### src/hdl/csf_pkg.sv
// Package for the processor status-flag register: bit positions, reset values and carriers
// ----------------------------------------------------------------
// Summary of operation
// - One 8-bit flag register: bit 7 sign combined, 6 chained zero, 5 watchdog timeout, 4 power down, 3 overflow, 2 zero, 1 half carry, 0 carry.
// - Arithmetic and logical instructions may change every flag except the watchdog timeout and power down bits, which are read-only to writes.
// - A software write never changes the watchdog timeout or power down bits, whatever value is written.
// - Carry is set on carry out in addition or no borrow in subtraction, cleared otherwise, and rotates through carry update it.
// - Half carry is set on a carry out of the low nibble in addition or no borrow into the low nibble in subtraction.
// - Zero is set when an arithmetic or logical result is zero, cleared otherwise.
// - Overflow is set when the carry into the top result bit differs from the carry out of it.
// - Sign combined is the exclusive-OR of overflow and the top bit of the current result.
// - Power down is cleared at power-up and by the watchdog clear instruction, set by the sleep instruction, and nothing else.
// - Watchdog timeout is cleared at power-up, by watchdog clear and by sleep, set by a watchdog time-out, and nothing else.
// - Interrupt entry and subroutine calls do not save the flag register; software saves it when needed.
// ----------------------------------------------------------------
package csf_pkg;

    // ------------------------------------------------------------
    // Bit positions of the flag register
    // ------------------------------------------------------------
    localparam int BIT_CARRY = 0;
    localparam int BIT_HALF  = 1;
    localparam int BIT_ZERO  = 2;
    localparam int BIT_OVF   = 3;
    localparam int BIT_PDOWN = 4;
    localparam int BIT_WDTO  = 5;
    localparam int BIT_CZERO = 6;
    localparam int BIT_SIGN  = 7;

    // ------------------------------------------------------------
    // Register offsets and reset values
    // ------------------------------------------------------------
    localparam logic [1:0] OFS_FLAGS    = 2'h0;
    localparam logic [1:0] OFS_IRQ_STAT = 2'h1;
    localparam logic [1:0] OFS_IRQ_MASK = 2'h2;
    localparam logic [7:0] RST_FLAGS    = 8'h00;
    localparam logic [2:0] RST_IRQ      = 3'h0;

    // Interrupt event bit positions
    localparam int EV_WDTO  = 0;
    localparam int EV_SLEEP = 1;
    localparam int EV_CLRWD = 2;

    // Which arithmetic flags an instruction updates
    typedef struct packed {
        logic carry;
        logic half;
        logic zero;
        logic ovf;
        logic sign;
        logic czero;
    } csf_upd_t;

    // ALU result report for one instruction
    typedef struct packed {
        csf_upd_t    upd;
        logic [7:0]  result;
        logic        carry_out;
        logic        carry_in7;
        logic        half_out;
        logic        czero_val;
        logic        rot_carry;
        logic        is_rotate;
    } csf_alu_t;

    // System events from the instruction unit and watchdog
    typedef struct packed {
        logic wdt_timeout;
        logic watchdog_clear_instruction;
        logic sleep;
    } csf_sys_t;

endpackage : csf_pkg

### src/hdl/csf_flags.sv
// Processor status-flag register with register port and event interrupt
module csf_flags
    import csf_pkg::*;
(
    // Clock and reset
    input  wire logic        clk,
    input  wire logic        reset_n,
    // ALU and instruction unit
    input  wire csf_alu_t    alu,
    input  wire logic        alu_valid,
    input  wire csf_sys_t    sys,
    // Register port
    input  wire logic [1:0]  reg_addr,
    input  wire logic [7:0]  reg_wdata,
    input  wire logic        reg_wr,
    input  wire logic        reg_rd,
    output logic      [7:0]  reg_rdata,
    // Flags and interrupt
    output logic      [7:0]  flags,
    output logic             irq
);

    // ------------------------------------------------------------
    // Storage
    // ------------------------------------------------------------
    logic [7:0] flags_ff;      // Bit layout of the flag register
    logic [7:0] nxt_flags;
    logic [7:0] rdata_ff;
    logic [2:0] stat_ff;
    logic [2:0] mask_ff;

    // ------------------------------------------------------------
    // Arithmetic flag next values
    // ------------------------------------------------------------
    wire        wr_flags = reg_wr && (reg_addr == OFS_FLAGS);
    wire        upd_any  = alu_valid;
    wire        new_ovf  = alu.carry_in7 ^ alu.carry_out;
    wire        ovf_now  = (upd_any && alu.upd.ovf) ? new_ovf : flags_ff[BIT_OVF];
    wire        new_c    = alu.is_rotate ? alu.rot_carry : alu.carry_out;
    wire        new_z    = (alu.result == 8'h00);
    wire        new_sc   = ovf_now ^ alu.result[7];

    // Power-down and timeout next values; only these events touch them
    wire        nxt_pd   = sys.sleep ? 1'b1 : (sys.watchdog_clear_instruction ? 1'b0 : flags_ff[BIT_PDOWN]);
    wire        nxt_to   = sys.wdt_timeout ? 1'b1
                         : ((sys.watchdog_clear_instruction || sys.sleep) ? 1'b0 : flags_ff[BIT_WDTO]);

    // Flag merge: instruction result wins over a software write in the same cycle
    always_comb
    begin
        nxt_flags = flags_ff;
        if (wr_flags)
        begin
            nxt_flags[BIT_CARRY] = reg_wdata[BIT_CARRY];
            nxt_flags[BIT_HALF]  = reg_wdata[BIT_HALF];
            nxt_flags[BIT_ZERO]  = reg_wdata[BIT_ZERO];
            nxt_flags[BIT_OVF]   = reg_wdata[BIT_OVF];
            nxt_flags[BIT_CZERO] = reg_wdata[BIT_CZERO];
            nxt_flags[BIT_SIGN]  = reg_wdata[BIT_SIGN];
        end
        if (upd_any)
        begin
            if (alu.upd.carry) nxt_flags[BIT_CARRY] = new_c;
            if (alu.upd.half)  nxt_flags[BIT_HALF]  = alu.half_out;
            if (alu.upd.zero)  nxt_flags[BIT_ZERO]  = new_z;
            if (alu.upd.ovf)   nxt_flags[BIT_OVF]   = new_ovf;
            if (alu.upd.sign)  nxt_flags[BIT_SIGN]  = new_sc;
            if (alu.upd.czero) nxt_flags[BIT_CZERO] = alu.czero_val;
        end
        nxt_flags[BIT_PDOWN] = nxt_pd;
        nxt_flags[BIT_WDTO]  = nxt_to;
    end

    // Flag register; system bits zero at power-on
    always_ff @(posedge clk or negedge reset_n)
    begin
        if (!reset_n)
            flags_ff <= RST_FLAGS;
        else
            flags_ff <= nxt_flags;
    end

    // ------------------------------------------------------------
    // Interrupt status and mask
    // ------------------------------------------------------------
    wire [2:0] ev       = {sys.watchdog_clear_instruction, sys.sleep, sys.wdt_timeout};
    wire [2:0] w1c      = (reg_wr && reg_addr == OFS_IRQ_STAT) ? reg_wdata[2:0] : 3'h0;
    wire [2:0] nxt_stat = (stat_ff & ~w1c) | ev;                                // Set wins over clear

    // Status and mask registers
    always_ff @(posedge clk or negedge reset_n)
    begin
        if (!reset_n)
        begin
            stat_ff <= RST_IRQ;
            mask_ff <= RST_IRQ;
        end
        else
        begin
            stat_ff <= nxt_stat;
            if (reg_wr && reg_addr == OFS_IRQ_MASK)
                mask_ff <= reg_wdata[2:0];
        end
    end

    assign irq = |(stat_ff & mask_ff);

    // ------------------------------------------------------------
    // Read port
    // ------------------------------------------------------------
    wire [7:0] rd_mux = (reg_addr == OFS_FLAGS)    ? flags_ff
                      : (reg_addr == OFS_IRQ_STAT) ? {5'h00, stat_ff}
                      : (reg_addr == OFS_IRQ_MASK) ? {5'h00, mask_ff}
                      : 8'h00;

    // Read data one cycle after the strobe, zero otherwise
    always_ff @(posedge clk or negedge reset_n)
    begin
        if (!reset_n)
            rdata_ff <= 8'h00;
        else
            rdata_ff <= reg_rd ? rd_mux : 8'h00;
    end

    assign reg_rdata = rdata_ff;
    assign flags     = flags_ff;   // No push path exists; software saves flags
endmodule : csf_flags

### config.mk
export PLATFORM = sky130hd
export DESIGN_NAME = csf_flags
export DESIGN_NICKNAME = d
export VERILOG_FILES = /design/src/hdl/csf_pkg.sv /design/src/hdl/csf_flags.sv
export SDC_FILE = /design/constraint.sdc
export NUM_CORES = 1
export LEC_CHECK = 0
export ABC_CLOCK_PERIOD_IN_PS = 1200
export BUFFER_PORTS_ARGS = -buffer_cell sky130_fd_sc_hd__buf_4
export CORE_ASPECT_RATIO = 2
export CORE_MARGIN = 2
export CORE_UTILIZATION = 30
export DETAILED_ROUTE_END_ITERATION = 16
export SLEW_MARGIN = 30
export SYNTH_ARGS = -nofsm -noshare
export SYNTH_HDL_FRONTEND = slang
export SYNTH_SLANG_ARGS = --single-unit
### constraint.sdc
create_clock -name clk -period 1.2 [get_ports clk]
set_clock_uncertainty 0.05 [all_clocks]
set_input_delay 0.18 -clock clk [delete_from_list [all_inputs] [get_ports clk]]
set_output_delay 0.18 -clock clk [all_outputs]
set_load 0.02 [all_outputs]
==> impl_metrics.json <==
{
  "synthCells": 89,
  "routedWlPerCell_microns": 13.6,
  "power_frac_comb_pct": 24.3,
  "r2r_slack_ns": 0.15,
  "fin_ws_ns": -0.228,
  "drive_above_1_share_pct": 44.7,
  "finalCriticalPeriod_ns": 1.43,
  "hpwl_microns": 2060,
  "crit_fanout": 2,
  "setup_violations": 1,
  "dr.pass1.iters": 4,
  "vias": 925,
  "antenna_found_initial": 0,
  "cts.htree.levels": 1,
  "synth.avg_cell_area_sq_um": 11.3,
  "ys_seq_area_share_pct": 54.9,
  "power_density_nw_per_um2": 1290,
  "finalCritPeriodShare_pct": 119,
  "grt_pass1_vias": 981,
  "root_buffer": "clkbuf_8",
  "leakage_nw": 0.766,
  "p_seq_share_pct": 42.5,
  "synth-edff-count": 0,
  "finalHoldViolations": 0,
  "synth_seq_cells": 22,
  "cts_tree": "yes",
  "io_buffers": 52,
  "max_freq_ghz": 0.701,
  "timing.max_cap.violations": 0,
  "antenna_cells": 0,
  "startpoint": "mask_ff[2]",
  "synth.net_count": 127,
  "synth_cell_types": 22,
  "synthesis.area_sq_um": 1000,
  "via_per_inst": 5.05,
  "yosysWarnings": 0,
  "r2r_end": "reg_rdata[2]",
  "crit_path_start_kind": "flop",
  "async_reset_ff_share_pct": 100,
  "ff2ff_path_depth": 4,
  "dpl.cell_count": 177,
  "p_sw_share_pct": 24.8,
  "hp-class": "primary input to flop",
  "drc_errors": 0,
  "crit_type": "flop to output pin",
  "grt_util_all_layers_pct": 14.4,
  "min_from": "alu[15]",
  "start_util_pct": 31.4,
  "clkTransAtPathRegs_ns": 0.08,
  "cp-end-kind": "output pin",
  "status": "finished with violations",
  "grt_pass1_wl_microns": 4200,
  "hold_depth": 2,
  "dieArea_sq_um": 3850,
  "violations": "setup timing",
  "drt-initial-drc-count": 14,
  "cp_data_arrival_time_ns": 1.20,
  "p_int_mw": 1.53,
  "io_pins": 55,
  "relSlewSlack_pct": 75.6,
  "grt_overflow": 0,
  "crit_required_ns": 0.97,
  "fin_nets": 191,
  "die_h_microns": 85.8,
  "holdPathEnd": "flags[7]",
  "rows": 29,
  "holdWs_ns": 0.0698,
  "power_frac_clock_pct": 33.2,
  "clk_path_buf_depth": 2,
  "r2r-start": "mask_ff[2]",
  "area_delta_synth_final_pct": 57.0,
  "layout.cells.non_filler": 183,
  "fp.coreArea_sq_um": 3190,
  "synthFlopType": "dfrtp_1",
  "die-width_microns": 44.9,
  "place_congestion": 0.740,
  "clkLatencyLatePin_ns": 0.26,
  "ant_nets": 0,
  "power_switching_uw": 504,
  "vdd_drop_max_mv": 0.970,
  "rsz0062_at_grt": "true",
  "grt_max_degree": 23,
  "clkSinkCount": 22,
  "cts_buffers": 3,
  "slew_violations": 0,
  "max_slew.worst_pin.slew_ns": 0.363,
  "wirelength_microns": 2480
}
[cells in the final DEF (no fill, tap or decap), types with 4 or more instances in the layout]
master / instances
buf_4: 58
dfrtp_1: 22
and2_1: 8
nand2_1: 8
mux2i_1: 7
a21oi_1: 5
nor2b_1: 4
a31oi_1: 4
a21o_1: 4
[layer usage]
layer / track usage, % / vias to the layer above / part of all wire (%)
met2: 27.8 / 35 / 62
met1: 14.5 / 445 / 32
met3: 2.11 / 2 / 5.2
met5: 0 / - / 0
li1: - / 443 / -
met4: 5.08 / 0 / 0.85
[cell type report]
| type | instances | area, sq um |
|---|---|---|
| Fill cell | 315 | 1620 |
| Sequential cell | 22 | 551 |
| Timing Repair Buffer | 61 | 477 |
| Multi-Input combinational cell | 63 | 430 |
| Clock buffer | 3 | 41.3 |
| Tap cell | 31 | 38.8 |
| Clock inverter | 1 | 30.0 |
| Inverter | 2 | 7.51 |
[power groups by stage]
stage / logic [mW] / clock network, mW / registers [mW]
6_report: 0.493 / 0.675 / 0.863
3_5_place_dp: 0.481 / 0 / 0.880
4_1_cts: 0.500 / 0.696 / 0.864
5_1_grt: 0.544 / 0.713 / 0.873
2_1_floorplan: 0.164 / 0 / 0.933
3_3_place_gp: 0.471 / 0 / 0.876
[sequential cells by signal, indices dropped and copies added, names as in the netlist]
name       flops
flags          8
reg_rdata      8
mask_ff        3
stat_ff        3
[metrics by stage]
stage                     setup WS, ns  setup TNS, ns  cell area, sq um  power (mW)  util (%)
after floorplan                 0.0362              0              1000        1.10         -
after global placement          0.0101              0              1480        1.35      46.4
after CTS                       -0.247         -0.247              1580        2.06      49.3
after global routing            -0.330         -0.330              1580        2.13      49.3
after detailed placement       -0.0278        -0.0568              1480        1.36      46.4
final                           -0.228         -0.228              1580        2.03      49.3
[cell usage after synthesis, types with 4 or more instances]
cell | number | share of area (%)
dfrtp_1 | 22 | 55
and2_1 | 8 | 5.0
nand2_1 | 8 | 3.0
mux2i_1 | 7 | 7.0
a21oi_1 | 5 | 2.5
a21o_1 | 4 | 3.0
a31oi_1 | 4 | 2.5
nor2b_1 | 4 | 2.5
[worst max path at each step]
stage	end	slack, ns	depth (start not counted)
floorplan	flags[0]	0.04	5
global placement	irq	0.01	3
detailed placement	flags[3]	-0.03	6
CTS	irq	-0.25	3
global route	irq	-0.33	3
finish	irq	-0.23	3
[cell families (layout without fill, tap and decap cells)]
group,after synthesis,after routing,synth area share (%)
buf+inv,4,67,2.24
simple gates,31,31,17.7
mux,10,10,10.3
compound gates,20,20,13.1
xor+xnor,2,2,1.75
flops,22,22,54.9
[critical path, cell delays in order, from the launching register on]
cell and delay [ns]:
dfrtp_1 0.39, a222oi_1 0.32, inv_1 0.09, buf_6 0.14
[timing repair]
action                                  CTS  global route
buffers inserted                          1             0
endpoints found under the hold margin    22             0
gates cloned                              0             0
gates resized for setup                   1             0
endpoints found under the setup margin    1             1
hold buffers                              1             0
pin swaps                                 1             0
No activity file was read; power rests on OpenSTA's default activity.
